==> src/verilog/aop_pkg.sv <==
// How it works
// - Speaker mixer sources: aux bit 5, bypass 1, converter 0; reset off.
// - Speaker volume bit 8 attenuates bypass into speaker mixer by 10 dB.
// - Six-bit speaker gain, 1 dB steps, -57 to +6 dB, reset code 0 dB.
// - Speaker zero-cross bit 7 defers new gain to a zero crossing.
// - Speaker silence bit 6 resets set; outputs hold DC reference while set.
// - With slow clock on, pending gain applies on timeout without crossing.
// - Timeout rate is set by the slow clock divider alone; there is no rate select.
// - Additional control bit 0 enables shared slow clock; reset off.
// - Slow clock period is two to the twenty-first master clock cycles.
// - Single mixer sources: aux bit 2, bypass 1, converter 0; reset off.
// - Single mixer bit 7 attenuates bypass into single mixer by 10 dB.
// - Single mixer bit 6 silences single output onto midrail; reset clear.
// - Power three: single driver bit 7, negative 6, positive 5; reset off.
// - Power three: single mixer enable bit 3, speaker mixer bit 2.
// - Power one: amplifier bias bit 3, midrail buffer bit 2; reset off.
// - Output control bit 0 picks tie-off resistance, clear low, set high.
// - Output with enable clear ties off via chosen resistance, else drives.
package aop_pkg;

    // =========================================================
    // Register map
    localparam logic [6:0] ADDR_POWER_ONE      = 7'h01;
    localparam logic [6:0] ADDR_POWER_THREE    = 7'h03;
    localparam logic [6:0] ADDR_ADDITIONAL     = 7'h07;
    localparam logic [6:0] ADDR_OUTPUT_CTRL    = 7'h31;
    localparam logic [6:0] ADDR_SPEAKER_MIXER  = 7'h32;
    localparam logic [6:0] ADDR_SPEAKER_VOLUME = 7'h36;
    localparam logic [6:0] ADDR_SINGLE_MIXER   = 7'h38;

    localparam int REG_W  = 9;
    localparam int ADDR_W = 7;
    localparam int GAIN_W = 6;

    // =========================================================
    // Implemented bits per register, others read zero
    localparam logic [8:0] MASK_POWER_ONE      = 9'h00c;
    localparam logic [8:0] MASK_POWER_THREE    = 9'h0ec;
    localparam logic [8:0] MASK_ADDITIONAL     = 9'h001;
    localparam logic [8:0] MASK_OUTPUT_CTRL    = 9'h001;
    localparam logic [8:0] MASK_SPEAKER_MIXER  = 9'h023;
    localparam logic [8:0] MASK_SPEAKER_VOLUME = 9'h1ff;
    localparam logic [8:0] MASK_SINGLE_MIXER   = 9'h0c7;

    // =========================================================
    // Reset values
    localparam logic [8:0] RST_ZERO            = 9'h000;
    localparam logic [8:0] RST_SPEAKER_VOLUME  = 9'h079;
    localparam logic [5:0] RST_GAIN_CODE       = 6'h39;

    // =========================================================
    // Field positions
    localparam int B_BIAS_ON        = 3;
    localparam int B_MIDRAIL_ON     = 2;
    localparam int B_SINGLE_DRV     = 7;
    localparam int B_SPK_NEG_DRV    = 6;
    localparam int B_SPK_POS_DRV    = 5;
    localparam int B_SINGLE_MIXER   = 3;
    localparam int B_SPK_MIXER      = 2;
    localparam int B_SLOW_TICK_EN   = 0;
    localparam int B_TIEOFF_SEL     = 0;
    localparam int B_AUX_TO_SPK     = 5;
    localparam int B_BYP_TO_SPK     = 1;
    localparam int B_CNV_TO_SPK     = 0;
    localparam int B_SPK_ATTEN      = 8;
    localparam int B_SPK_ZC         = 7;
    localparam int B_SPK_SILENCE    = 6;
    localparam int B_SINGLE_ATTEN   = 7;
    localparam int B_SINGLE_SILENCE = 6;
    localparam int B_AUX_TO_SINGLE  = 2;
    localparam int B_BYP_TO_SINGLE  = 1;
    localparam int B_CNV_TO_SINGLE  = 0;

    // =========================================================
    // Timing
    localparam int SLOW_DIV_LOG2    = 21;

endpackage

==> src/verilog/aop_slow_tick.sv <==
`timescale 1ns/1ns
module aop_slow_tick #(
    parameter int DIV_LOG2 = aop_pkg::SLOW_DIV_LOG2
) (
    input  wire logic ref_clk,
    input  wire logic arst_n,
    input  wire logic enable,
    output logic      tick
);

    logic [DIV_LOG2-1:0] count_r;
    logic [DIV_LOG2-1:0] count_nxt;
    logic                tick_r;
    logic                tick_nxt;

    // =========================================================
    // Divider
    // divide by power
    always_comb begin
        count_nxt = '0;
        tick_nxt  = 1'b0;
        // Held at zero while off so each start gives a full period
        if (enable) begin
            count_nxt = count_r + 1'b1;
            tick_nxt  = &count_r;
        end
    end

    always_ff @(posedge ref_clk or negedge arst_n) begin
        if (!arst_n) begin
            count_r <= '0;
            tick_r  <= 1'b0;
        end else begin
            count_r <= count_nxt;
            tick_r  <= tick_nxt;
        end
    end

    assign tick = tick_r;

endmodule

==> src/verilog/aop_output_ctrl.sv <==
`timescale 1ns/1ns
module aop_output_ctrl #(
    parameter int SLOW_DIV_LOG2 = aop_pkg::SLOW_DIV_LOG2
) (
    input  wire logic       ref_clk,
    input  wire logic       arst_n,
    input  wire logic       reg_wr_en,
    input  wire logic       reg_rd_en,
    input  wire logic [6:0] reg_addr,
    input  wire logic [8:0] reg_wdata,
    output logic      [8:0] reg_rdata,
    input  wire logic       zero_cross,
    output logic      [5:0] speaker_gain_code,
    output logic            gain_update_pending,
    output logic            speaker_silence,
    output logic            speaker_bypass_attenuate,
    output logic            aux_to_speaker_mix,
    output logic            bypass_to_speaker_mix,
    output logic            converter_to_speaker_mix,
    output logic            single_out_bypass_attenuate,
    output logic            single_out_silence,
    output logic            aux_to_single_mix,
    output logic            bypass_to_single_mix,
    output logic            converter_to_single_mix,
    output logic            amplifier_bias_on,
    output logic            midrail_buffer_on,
    output logic            single_driver_on,
    output logic            speaker_neg_driver_on,
    output logic            speaker_pos_driver_on,
    output logic            single_mixer_on,
    output logic            speaker_mixer_on,
    output logic            slow_tick_enable,
    output logic            tieoff_resistance_select,
    output logic            speaker_positive_tieoff,
    output logic            speaker_negative_tieoff,
    output logic            single_output_tieoff
);

    // =========================================================
    // Helpers
    // Address compare shared by write and read decode
    function automatic logic hit(input logic [6:0] a, input logic [6:0] b);
        hit = (a == b);
    endfunction

    // =========================================================
    // Register file state
    logic [8:0] pwr1_r;
    logic [8:0] pwr1_nxt;
    logic [8:0] pwr3_r;
    logic [8:0] pwr3_nxt;
    logic [8:0] addl_r;
    logic [8:0] addl_nxt;
    logic [8:0] outc_r;
    logic [8:0] outc_nxt;
    logic [8:0] smix_r;
    logic [8:0] smix_nxt;
    logic [8:0] svol_r;
    logic [8:0] svol_nxt;
    logic [8:0] mmix_r;
    logic [8:0] mmix_nxt;
    logic [8:0] rdata_r;
    logic [8:0] rdata_nxt;

    always_comb begin
        pwr1_nxt  = pwr1_r;
        pwr3_nxt  = pwr3_r;
        addl_nxt  = addl_r;
        outc_nxt  = outc_r;
        smix_nxt  = smix_r;
        svol_nxt  = svol_r;
        mmix_nxt  = mmix_r;
        rdata_nxt = rdata_r;
        // Unimplemented bits are dropped and read zero
        if (reg_wr_en) begin
            if (hit(reg_addr, aop_pkg::ADDR_POWER_ONE))
                pwr1_nxt = reg_wdata & aop_pkg::MASK_POWER_ONE;

            if (hit(reg_addr, aop_pkg::ADDR_POWER_THREE))
                pwr3_nxt = reg_wdata & aop_pkg::MASK_POWER_THREE;

            if (hit(reg_addr, aop_pkg::ADDR_ADDITIONAL))
                addl_nxt = reg_wdata & aop_pkg::MASK_ADDITIONAL;

            if (hit(reg_addr, aop_pkg::ADDR_OUTPUT_CTRL))
                outc_nxt = reg_wdata & aop_pkg::MASK_OUTPUT_CTRL;

            if (hit(reg_addr, aop_pkg::ADDR_SPEAKER_MIXER))
                smix_nxt = reg_wdata & aop_pkg::MASK_SPEAKER_MIXER;

            if (hit(reg_addr, aop_pkg::ADDR_SPEAKER_VOLUME))
                svol_nxt = reg_wdata & aop_pkg::MASK_SPEAKER_VOLUME;

            if (hit(reg_addr, aop_pkg::ADDR_SINGLE_MIXER))
                mmix_nxt = reg_wdata & aop_pkg::MASK_SINGLE_MIXER;
        end

        // Read and write together return the old contents
        if (reg_rd_en) begin
            case (1'b1)
                hit(reg_addr, aop_pkg::ADDR_POWER_ONE):
                    rdata_nxt = pwr1_r;
                hit(reg_addr, aop_pkg::ADDR_POWER_THREE):
                    rdata_nxt = pwr3_r;
                hit(reg_addr, aop_pkg::ADDR_ADDITIONAL):
                    rdata_nxt = addl_r;
                hit(reg_addr, aop_pkg::ADDR_OUTPUT_CTRL):
                    rdata_nxt = outc_r;
                hit(reg_addr, aop_pkg::ADDR_SPEAKER_MIXER):
                    rdata_nxt = smix_r;
                hit(reg_addr, aop_pkg::ADDR_SPEAKER_VOLUME):
                    rdata_nxt = svol_r;
                hit(reg_addr, aop_pkg::ADDR_SINGLE_MIXER):
                    rdata_nxt = mmix_r;
                default:
                    rdata_nxt = '0;
            endcase
        end
    end

    always_ff @(posedge ref_clk or negedge arst_n) begin
        if (!arst_n) begin
            pwr1_r  <= aop_pkg::RST_ZERO;
            pwr3_r  <= aop_pkg::RST_ZERO;
            addl_r  <= aop_pkg::RST_ZERO;
            outc_r  <= aop_pkg::RST_ZERO;
            smix_r  <= aop_pkg::RST_ZERO;
            svol_r  <= aop_pkg::RST_SPEAKER_VOLUME;
            mmix_r  <= aop_pkg::RST_ZERO;
            rdata_r <= aop_pkg::RST_ZERO;
        end else begin
            pwr1_r  <= pwr1_nxt;
            pwr3_r  <= pwr3_nxt;
            addl_r  <= addl_nxt;
            outc_r  <= outc_nxt;
            smix_r  <= smix_nxt;
            svol_r  <= svol_nxt;
            mmix_r  <= mmix_nxt;
            rdata_r <= rdata_nxt;
        end
    end

    // =========================================================
    // Zero-cross input synchroniser
    // First stage may be metastable; only the next stage reads it
    logic zc_s1_r;
    logic zc_s2_r;
    logic zc_s3_r;
    logic zc_level_r;
    logic zc_level_nxt;
    logic zc_event;

    always_comb begin
        zc_level_nxt = zc_level_r;
        // Only a level confirmed by two stages counts as a crossing
        if (zc_s2_r == zc_s3_r)
            zc_level_nxt = zc_s3_r;
    end

    // Reset low matches an idle comparator, so no false edge
    always_ff @(posedge ref_clk or negedge arst_n) begin
        if (!arst_n) begin
            zc_s1_r    <= 1'b0;
            zc_s2_r    <= 1'b0;
            zc_s3_r    <= 1'b0;
            zc_level_r <= 1'b0;
        end else begin
            zc_s1_r    <= zero_cross;
            zc_s2_r    <= zc_s1_r;
            zc_s3_r    <= zc_s2_r;
            zc_level_r <= zc_level_nxt;
        end
    end

    // Either edge of the comparator marks a crossing
    assign zc_event = zc_level_nxt != zc_level_r;

    // =========================================================
    // Slow clock
    logic slow_tick;

    // One cycle wide; with the enable off no timeout ever fires
    // shared slow clock
    aop_slow_tick #(
        .DIV_LOG2 (SLOW_DIV_LOG2)
    ) u_slow_tick (
        .ref_clk (ref_clk),
        .arst_n  (arst_n),
        .enable  (addl_r[aop_pkg::B_SLOW_TICK_EN]),
        .tick    (slow_tick)
    );

    // =========================================================
    // Applied gain
    logic [5:0] gain_r;
    logic [5:0] gain_nxt;
    logic       pend_r;
    logic       pend_nxt;
    logic       vol_wr;

    // Only the volume register carries a deferred code
    assign vol_wr = reg_wr_en
                  && hit(reg_addr, aop_pkg::ADDR_SPEAKER_VOLUME);

    always_comb begin
        gain_nxt = gain_r;
        pend_nxt = pend_r;

        // Target is the stored code, so a rewrite replaces it
        // Timeout rate is set by the divider alone, no rate select
        // crossing or timeout
        if (pend_r && (zc_event || slow_tick)) begin
            gain_nxt = svol_r[aop_pkg::GAIN_W-1:0];
            pend_nxt = 1'b0;
        end

        // A write in the same cycle wins and replaces the pending code
        if (vol_wr) begin
            if (reg_wdata[aop_pkg::B_SPK_ZC]) begin
                pend_nxt = 1'b1;
            end else begin
                gain_nxt = reg_wdata[aop_pkg::GAIN_W-1:0];
                pend_nxt = 1'b0;
            end
        end
    end

    always_ff @(posedge ref_clk or negedge arst_n) begin
        if (!arst_n) begin
            gain_r <= aop_pkg::RST_GAIN_CODE;
            pend_r <= 1'b0;
        end else begin
            gain_r <= gain_nxt;
            pend_r <= pend_nxt;
        end
    end

    // =========================================================
    // Tie-off state
    logic sp_tie_r;
    logic sp_tie_nxt;
    logic sn_tie_r;
    logic sn_tie_nxt;
    logic so_tie_r;
    logic so_tie_nxt;

    // Taken from the next enable so both switch on one edge
    // disabled output ties off
    always_comb begin
        sp_tie_nxt = !pwr3_nxt[aop_pkg::B_SPK_POS_DRV];
        sn_tie_nxt = !pwr3_nxt[aop_pkg::B_SPK_NEG_DRV];
        so_tie_nxt = !pwr3_nxt[aop_pkg::B_SINGLE_DRV];
    end

    always_ff @(posedge ref_clk or negedge arst_n) begin
        if (!arst_n) begin
            sp_tie_r <= 1'b1;
            sn_tie_r <= 1'b1;
            so_tie_r <= 1'b1;
        end else begin
            sp_tie_r <= sp_tie_nxt;
            sn_tie_r <= sn_tie_nxt;
            so_tie_r <= so_tie_nxt;
        end
    end

    // =========================================================
    // Outputs, all straight from flops
    assign reg_rdata                   = rdata_r;
    assign speaker_gain_code           = gain_r;
    assign gain_update_pending         = pend_r;

    assign speaker_silence             = svol_r[aop_pkg::B_SPK_SILENCE];
    assign speaker_bypass_attenuate    = svol_r[aop_pkg::B_SPK_ATTEN];
    assign aux_to_speaker_mix          = smix_r[aop_pkg::B_AUX_TO_SPK];
    assign bypass_to_speaker_mix       = smix_r[aop_pkg::B_BYP_TO_SPK];
    assign converter_to_speaker_mix    = smix_r[aop_pkg::B_CNV_TO_SPK];

    assign single_out_bypass_attenuate = mmix_r[aop_pkg::B_SINGLE_ATTEN];
    assign single_out_silence          = mmix_r[aop_pkg::B_SINGLE_SILENCE];
    assign aux_to_single_mix           = mmix_r[aop_pkg::B_AUX_TO_SINGLE];
    assign bypass_to_single_mix        = mmix_r[aop_pkg::B_BYP_TO_SINGLE];
    assign converter_to_single_mix     = mmix_r[aop_pkg::B_CNV_TO_SINGLE];

    assign amplifier_bias_on           = pwr1_r[aop_pkg::B_BIAS_ON];
    assign midrail_buffer_on           = pwr1_r[aop_pkg::B_MIDRAIL_ON];
    assign single_driver_on            = pwr3_r[aop_pkg::B_SINGLE_DRV];
    assign speaker_neg_driver_on       = pwr3_r[aop_pkg::B_SPK_NEG_DRV];
    assign speaker_pos_driver_on       = pwr3_r[aop_pkg::B_SPK_POS_DRV];
    assign single_mixer_on             = pwr3_r[aop_pkg::B_SINGLE_MIXER];
    assign speaker_mixer_on            = pwr3_r[aop_pkg::B_SPK_MIXER];

    assign slow_tick_enable            = addl_r[aop_pkg::B_SLOW_TICK_EN];
    assign tieoff_resistance_select    = outc_r[aop_pkg::B_TIEOFF_SEL];
    // High means the pin rests on its tie-off resistor
    assign speaker_positive_tieoff     = sp_tie_r;
    assign speaker_negative_tieoff     = sn_tie_r;
    assign single_output_tieoff        = so_tie_r;

endmodule

==> config.mk <==
export PLATFORM = sky130hd
export DESIGN_NAME = aop_output_ctrl
export DESIGN_NICKNAME = d
export VERILOG_FILES = /design/src/verilog/aop_pkg.sv /design/src/verilog/aop_slow_tick.sv /design/src/verilog/aop_output_ctrl.sv
export SDC_FILE = /design/constraint.sdc
export NUM_CORES = 1
export LEC_CHECK = 0
export ABC_AREA = 1
export BUFFER_PORTS_ARGS = -buffer_cell sky130_fd_sc_hd__buf_2
export CORE_MARGIN = 1.5
export CORE_UTILIZATION = 45
export CTS_CLUSTER_DIAMETER = 120
export DETAILED_ROUTE_END_ITERATION = 16
export PLACE_DENSITY = 0.66
export SYNTH_ARGS = -nofsm -noshare
export SYNTH_HDL_FRONTEND = slang
export SYNTH_SLANG_ARGS = --single-unit
==> constraint.sdc <==
create_clock -name ref_clk -period 1.8 [get_ports ref_clk]
set_input_delay 0.27 -clock ref_clk [delete_from_list [all_inputs] [get_ports ref_clk]]
set_output_delay 0.27 -clock ref_clk [all_outputs]
set_load 0.05 [all_outputs]
Word-level counts from Yosys, hierarchy flattened. Index checks and enable logic that the tools add are counted.

Register bits: 71. Input port bits: 21. Output and inout port bits: 38. Logic and storage cells: 63.

Add/sub/neg operators: 1. Equal/unequal tests: 9. Mux-type cells: 18. Reduce and logical (&&, ||, !) cells: 15.

Operators with widths (number): 9-bit two-way mux (6); 7-bit by 6-bit == test with 1-bit output (second input constant) (4); 8-bit two-way mux (3); 21-bit by 1-bit adder with 21-bit output (second input constant) (1); 21-bit two-way mux (1); 21-bit AND reduction (1); 6-bit two-way mux (3); 2-bit AND reduction (7); 7-bit by 1-bit == test with 1-bit output (second input constant) (1); 7-bit by 2-bit == test with 1-bit output (second input constant) (1); 7-bit by 3-bit == test with 1-bit output (second input constant) (1); 1-bit two-way mux (5); 1-bit logical NOT (3); 1-bit logical AND (2); 2-bit nonzero test (1); 1-bit == test (1); 1-bit logical OR (1); 1-bit != test (1).

Longest topological paths before layout. Gate-level depths: netlist of run 1.

Depth after elaboration: 8. Mapped depth: 9. Depth with buffers taken out: 9.

Cells and area by module. A second synthesis of run 1 with hierarchy kept.

Cells, all modules: 424. Area total of the unflattened synthesis: 3438.3 µm².

By module, submodules not included: aop_output_ctrl (instances 1, cells each 259, area an instance 2237.1 µm², sequential area each 1241.2 µm²); aop_slow_tick (instances 1, cells each 165, area an instance 1201.2 µm², sequential area each 550.5 µm²).

Worst setup path after synthesis of run 1. Ideal clock, no wire load.

Path type: register -> register. Start: register addl_r[0]. End: register u_slow_tick.count_r[10]. Setup time: 0.073 ns. Data arrival time: 1.384 ns. Required time: 1.727 ns. Path slack: 0.343 ns. Stages on the path, launching flop included: 4. Buffers on the path: 1. Cells stage by stage: dfrtp_1 clkinv_1 clkbuf_1 nor2_1.

Cells in the longest elaborated chain, start to end: 1.

Ends and longest elaborated chain: from (decl) (line aop_output_ctrl.sv:52) `logic [8:0] addl_r;`; from (signal assigned) (line aop_output_ctrl.sv:125) `addl_r <= aop_pkg::RST_ZERO;`; from (signal assigned) (line aop_output_ctrl.sv:134) `addl_r <= addl_nxt;`; 21-bit two-way mux (line aop_slow_tick.sv:23) `if (enable) begin`; named net u_slow_tick.count_nxt[10] (line aop_slow_tick.sv:12) `logic [DIV_LOG2-1:0] count_nxt;`; to (signal assigned) (line aop_slow_tick.sv:34) `count_r <= count_nxt;`; to (decl) (line aop_slow_tick.sv:11) `logic [DIV_LOG2-1:0] count_r;`.

The timed path passes the listed nets, and every way through them passes these cells. A chain may end at the register's enable or synchronous reset.

Worst setup path in the final report of run 1.
Start: register u_slow_tick.count_r[0]. End: register u_slow_tick.count_r[16].

Cells in the longest elaborated chain, start to end: 2.

Ends and longest elaborated chain: 21-bit by 1-bit adder with 21-bit output (line aop_slow_tick.sv:24) `count_nxt = count_r + 1'b1;`; 21-bit two-way mux (line aop_slow_tick.sv:23); named net u_slow_tick.count_nxt[16] (line aop_slow_tick.sv:12).

The timed path passes the listed nets, and every way through them passes these cells.

==> qor.yml, run 1 <==
outcome: "finished, final reports clean"
clock_power_share_pct: 29.9
hp-class: "input pin to flip-flop"
grt_pass1_vias: 2802
drt_iter0_drc: 92
diodes: 0
fin_util_pct: 54.7
slew_viol_final: 0
cp_slowest_cell: "dfrtp_1"
pin_count: 59
place_congestion: 0.952
r2r_start: "u_slow_tick.count_r[0]$_DFF_PN0_"
timing.slew.headroom_pct: 72.6
cellPowerDensity_nw_per_um2: 976
synthMuxAreaShare_pct: 0
synth_seq_area_share_pct: 53.2
root_buffer: "clkbuf_8"
ys_async_sr_fraction_pct: 100
firstDrtPassIters: 5
hold_start: "zero_cross"
dpl.cell_count: 570
instances_no_fill: 585
grtUsageTotal_pct: 21.2
synth_edf_count: 0
cp-end-kind: "flip-flop"
cts_buffer_depth: 2
dieWidth_um: 89.5
finalClockSkew_ps: 7.84
place_area_um2: 3780
worstPathArrival_ps: 1830
die_y_um: 89.5
max_freq_mhz: 621
route.detailed.drc: 0
syn-num-nets: 439
power_frac_seq_pct: 48.4
hold_buffers: 1
cts_resized: 0
drive_gt1_share_pct: 20.6
hold_viol_final: 0
worstPathMaxFanout: 7
irDropWorstVdd_mv: 0.527
synthAdderAreaFrac_pct: 0.372
portBuffers: 58
period_share_pct: 89.5
path_clk_slew_ps: 70
netlist_area_um2: 3370
regArea_um2: 1790
insertion_delay_ps: 340
final_area_um2: 3970
vias: 2862
ys_types: 30
grt_max_degree: 72
critical_path_class: "flip-flop to flip-flop"
yosysWarnings: 0
dp_hpwl_um: 5730
setup_tns_ps: 0
hold_depth: 1
grt_first_pass_wirelength_um: 12700
place_ws_ps: 203
h-tree-depth: 3
wl_um: 7870
coreArea_um2: 7250
synth_compound_area_share_pct: 8.74
rsz0062_at_grt: "false"
postSynthCellCount: 417
rows: 31
reg2regPathDepth: 6
start_util_pct: 46.4
path_cells: "ha_1 > nand3_1 > nor3_2 > nand3_1 > xor2_1 > nor2_1"
leakage_nw: 1.92
power_switching_share_pct: 33.8
area_delta_synth_final_pct: 17.8
cts.sinks: 71
detail-route-antenna-nets: 0
multi_input_area_um2: 1380
cp.required_ps: 2020
worstMarginPinSlew_ps: 408
die_area_um2: 8010
fin_nets: 505
p_comb_share_pct: 21.7
setup_viol: 0
r2r_slack_ps: 190
startpoint_type: "flip-flop"
ys_ff_latch: 71
min_to: "zc_s1_r$_DFF_PN0_"
period_needed_ps: 1610
power.switching_mw: 1.31
cts_tree: "yes"
r2r_end: "u_slow_tick.count_r[16]$_DFF_PN0_"
synth_xor_area_share_pct: 2.86
numCtsBuffers: 9
cp_common_cell: "nand3_1"
power_mw: 3.87
max_cap_viol_count: 0
critPathMaxStageDelay_ps: 440
grt_overflow: 0
ys.flop_type: "dfrtp_1"
grt_antenna_before_repair: 0
hold_slack_ps: 49.3
drt-vias-per-instance: 4.89
yosys.area_share.simple_pct: 28.9
fin_ws_ps: 190
power.internal_mw: 2.56
synth_top_family_by_area: "simple AND/OR/NAND/NOR gates"
wl_per_cell_um: 13.4
fillers: 711
cts_setup_buffers: 0
postSynthAreaPerCell_um2: 8.07
==> layer usage <==
metal  GRT usage (%)  wire length (µm)
met1            26.0              3500
met2            36.4              3900
met3            5.45               366
met4            7.13               104
met5               0                 0
==> flip-flops by register name (all words and copies together), names as in the netlist, 2 cells and up <==
| register | flops |
|---|---|
| mmix_r | 5 |
| pwr1_r | 2 |
| pwr3_r | 5 |
| reg_rdata | 9 |
| smix_r | 3 |
| speaker_gain_code | 6 |
| svol_r | 9 |
| u_slow_tick.count_r | 21 |
==> final cells by class <==
class                      instances  area share [%]
inverter                          44            4.16
clock buffer                      13            4.26
tap                               99            3.12
timing repair buffer              62            8.45
multi-input combinational        295            34.7
clock inverter                     1           0.126
sequential                        71            45.2
==> cells by family (layout without fill, tap and decap cells) <==
kind of cell | count (synthesis) | after routing
buffers and inverters | 51 | 120
XOR/XNOR | 11 | 11
adder cells (fa/ha/maj) | 1 | 1
flip-flops | 71 | 71
AO/OA/AOI/OAI | 53 | 53
AND/OR/NAND/NOR | 230 | 230
==> how the worst max path moves through the flow <==
stage	startpoint	to	slack, ps	depth (start not counted)
2_1_floorplan	addl_r[0]$_DFFE_PN0P_	u_slow_tick.count_r[10]$_DFF_PN0_	340	3
3_3_place_gp	u_slow_tick.count_r[0]$_DFF_PN0_	u_slow_tick.count_r[16]$_DFF_PN0_	270	6
3_5_place_dp	u_slow_tick.count_r[0]$_DFF_PN0_	u_slow_tick.count_r[16]$_DFF_PN0_	200	6
4_1_cts	u_slow_tick.count_r[0]$_DFF_PN0_	u_slow_tick.count_r[16]$_DFF_PN0_	190	6
5_1_grt	u_slow_tick.count_r[0]$_DFF_PN0_	u_slow_tick.count_r[16]$_DFF_PN0_	0.7	6
6_report	u_slow_tick.count_r[0]$_DFF_PN0_	u_slow_tick.count_r[16]$_DFF_PN0_	190	6
==> critical path, delay by kind of cell (launching register included) <==
| family | cells | cell delay (ps) |
|---|---|---|
| and+or+nand+nor | 4 | 610 |
| DFF | 1 | 440 |
| xor gates and xnor gates | 1 | 150 |
| adders and majority gates | 1 | 290 |
==> placed cells by master (no fill, tap or decap), types with 3 or more instances in the layout <==
cell      instances
nor3_1            8
xnor2_1           4
nand2_1         127
inv_2             6
o21ai_0          16
o211ai_1          4
o21ai_1          16
o21bai_1          5
xor2_1            7
inv_1            36
buf_2            58
dfrtp_1          59
dfstp_2          12
nor2_1           51
a21oi_1           9
nor3_2            3
nand3_1          30
clkbuf_8         12
==> synthesized netlist by cell type, types with 3 or more instances <==
cell | count | share of area, %
nand3_1 | 30 | 4.5
o21ai_1 | 16 | 2.4
xnor2_1 | 4 | 1.0
buf_2 | 5 | 0.74
inv_1 | 36 | 4.0
o21bai_1 | 5 | 1.1
nor3_1 | 8 | 1.2
o21ai_0 | 16 | 2.4
o211ai_1 | 4 | 0.89
nor2_1 | 51 | 5.7
a21oi_1 | 9 | 1.3
nand2_1 | 127 | 14
xor2_1 | 7 | 1.8
nor3_2 | 3 | 0.89
dfrtp_1 | 59 | 44
dfstp_2 | 12 | 9.4
inv_2 | 6 | 0.67
==> power groups by stage <==
| stage | registers, mW | logic (mW) | clock network, mW |
|---|---|---|---|
| finish | 1.87 | 0.840 | 1.16 |
| global route | 1.89 | 0.904 | 1.24 |
| CTS | 1.87 | 0.849 | 1.18 |
| detailed placement | 1.90 | 0.846 | 0 |
| global placement | 1.90 | 0.834 | 0 |
| floorplan | 2.31 | 0.187 | 0 |
No activity file was read; power rests on OpenSTA's default activity.
==> run 2: changes to the inputs <==
Settings changed: CORE_UTILIZATION 45 to 56, PLACE_DENSITY 0.66 to 0.8.
==> run 2 against run 1 <==
Against the previous run:
- wire length fell by 2.9%
- combinational power about the same
- register-to-register slack got worse by 30 ps
- highest routed layer unchanged
==> qor.yml, run 2 (synthesis gave the netlist of run 1 again) <==
outcome: "finished, final reports clean"
grt_first_pass_wirelength_um: 12600  # -0.97%
h-tree-depth: 3  # unchanged
max_cap_viol_count: 0  # unchanged
pin_count: 59  # unchanged
grt_overflow: 0  # unchanged
die_y_um: 80.5  # -10%
die_area_um2: 6480  # -19%
insertion_delay_ps: 340  # about the same
rsz0062_at_grt: "false"
dp_hpwl_um: 5560  # -2.9%
coreArea_um2: 5850  # -19%
cts_resized: 0  # unchanged
period_needed_ps: 1640  # +26.0 ps
irDropWorstVdd_mv: 0.626  # +19%
detail-route-antenna-nets: 0  # unchanged
cp_common_cell: "nand3_1"
rows: 28  # -9.7%
wl_per_cell_um: 13.5  # +0.68%
start_util_pct: 57.5  # +11 points
cts.sinks: 71  # unchanged
finalClockSkew_ps: 5.69  # -2.15 ps
hp-class: "input pin to flip-flop"
dieWidth_um: 80.5  # -10%
diodes: 0  # unchanged
path_clk_slew_ps: 70  # about the same
fin_nets: 506  # +0.20%
place_congestion: 0.925  # -2.8%
route.detailed.drc: 0  # unchanged
cts_tree: "yes"
area_delta_synth_final_pct: 17.2
timing.slew.headroom_pct: 72.6  # about the same
setup_viol: 0  # unchanged
final_common_cell: "nand2_1"
worstMarginPinSlew_ps: 410  # +2.20 ps
startpoint_type: "flip-flop"
path_cells: "ha_1 > nand3_1 > nor3_2 > nand3_1 > xor2_1 > nor2_1"
final_cell_mix: "127 x nand2_1, 59 x dfrtp_1, 58 x buf_2"
grtUsageTotal_pct: 26.0  # +4.8 points
max_freq_mhz: 611  # -1.6%
place_ws_ps: 177  # -25.2 ps
grt_pass1_vias: 2775  # -0.96%
crit_buf_inv: 0  # unchanged
numCtsBuffers: 9  # unchanged
fin_ws_ps: 164  # -26.0 ps
cts_buffer_depth: 2  # unchanged
grt_max_degree: 72  # unchanged
critPathMaxStageDelay_ps: 450  # about the same
drt-vias-per-instance: 5.12  # +4.7%
largest_reg_flops: 21  # unchanged
cellPowerDensity_nw_per_um2: 979  # +0.28%
worstPathArrival_ps: 1900  # +70 ps
critical_path_class: "flip-flop to flip-flop"
hold_viol_final: 0  # unchanged
worstPathMaxFanout: 7  # unchanged
setup_tns_ps: 0  # unchanged
leakage_nw: 1.92  # +0.18%
final_area_um2: 3950  # -0.50%
root_buffer: "clkbuf_8"
wl_um: 7640  # -2.9%
max_flop_register: "u_slow_tick.count_r"
drt_iter0_drc: 144  # +57%
period_share_pct: 90.9  # +1.4 points
drive_gt1_share_pct: 20.9  # +0.28 points
slew_viol_final: 0  # unchanged
cp.required_ps: 2070  # +50 ps
cp-end-kind: "flip-flop"
place_area_um2: 3760  # -0.60%
grt_antenna_before_repair: 0  # unchanged
firstDrtPassIters: 4  # -1
portBuffers: 58  # unchanged
cp_slowest_cell: "dfrtp_1"
vias: 2889  # +0.94%
cp_top_family: "simple AND/OR/NAND/NOR gates"
run 2: changes by cell type in the layout (fill, tap and decap cells not counted), sizes merged:
cell      change
clkinvlp      +1
clkinv        +1
buf           +1
run 2: power by group:
group	leakage (nW)	switching, mW	internal (mW)	total (mW)
Sequential	0.904	0.0934	1.78	1.87
Clock	0.0894	0.579	0.573	1.15
Combinational	0.929	0.652	0.189	0.841
run 2: per-layer routing:
metal	up-vias	share of wire [%]	wire length (µm)	track usage, %
li1	1455	-	-	-
met1	1344	44	3360	32.0
met2	73	49	3780	43.9
met3	17	4.2	323	4.43
met4	0	2.3	177	12.6
met5	-	0	0	0
run 2: layout make-up:
class | count | area, µm²
timing repair buffer | 63 | 343
multi-input combinational | 295 | 1380
clock buffer | 13 | 159
clock inverter | 3 | 17.5
fill | 503 | 1900
tap | 75 | 93.8
inverter | 44 | 165
sequential | 71 | 1790
run 2: path summary, 6_finish.rpt:
check | depth (start not counted) | from | slack [ps] | to
setup / recovery | 6 | u_slow_tick.count_r[0]$_DFF_PN0_ | 160 | u_slow_tick.count_r[16]$_DFF_PN0_
hold / removal | 1 | zero_cross | 40 | zc_s1_r$_DFF_PN0_
setup reg to reg | 6 | u_slow_tick.count_r[0]$_DFF_PN0_ | 160 | u_slow_tick.count_r[16]$_DFF_PN0_
hold reg to reg | 0 | zc_s1_r$_DFF_PN0_ | 360 | zc_s2_r$_DFF_PN0_
max in group asynchronous | 3 | arst_n | 970 | speaker_negative_tieoff$_DFF_PN1_
min in group asynchronous | 3 | arst_n | 470 | zc_s3_r$_DFF_PN0_
run 2: timing repair:
action                                 CTS  global route
setup endpoints to repair                0             0
hold buffers                             1             0
setup buffers                            0             0
endpoints found under the hold margin   59             0
run 2: through the flow:
step	std cells	utilization (%)	hold slack (ps)	power [mW]
final	564	67.5	35.3	3.86
after floorplan	417	-	-25.6	2.50
after CTS	564	67.5	27.9	3.88
after global placement	547	64.3	321	2.72
after global routing	564	67.5	33.0	4.03
after detailed placement	547	64.3	322	2.74
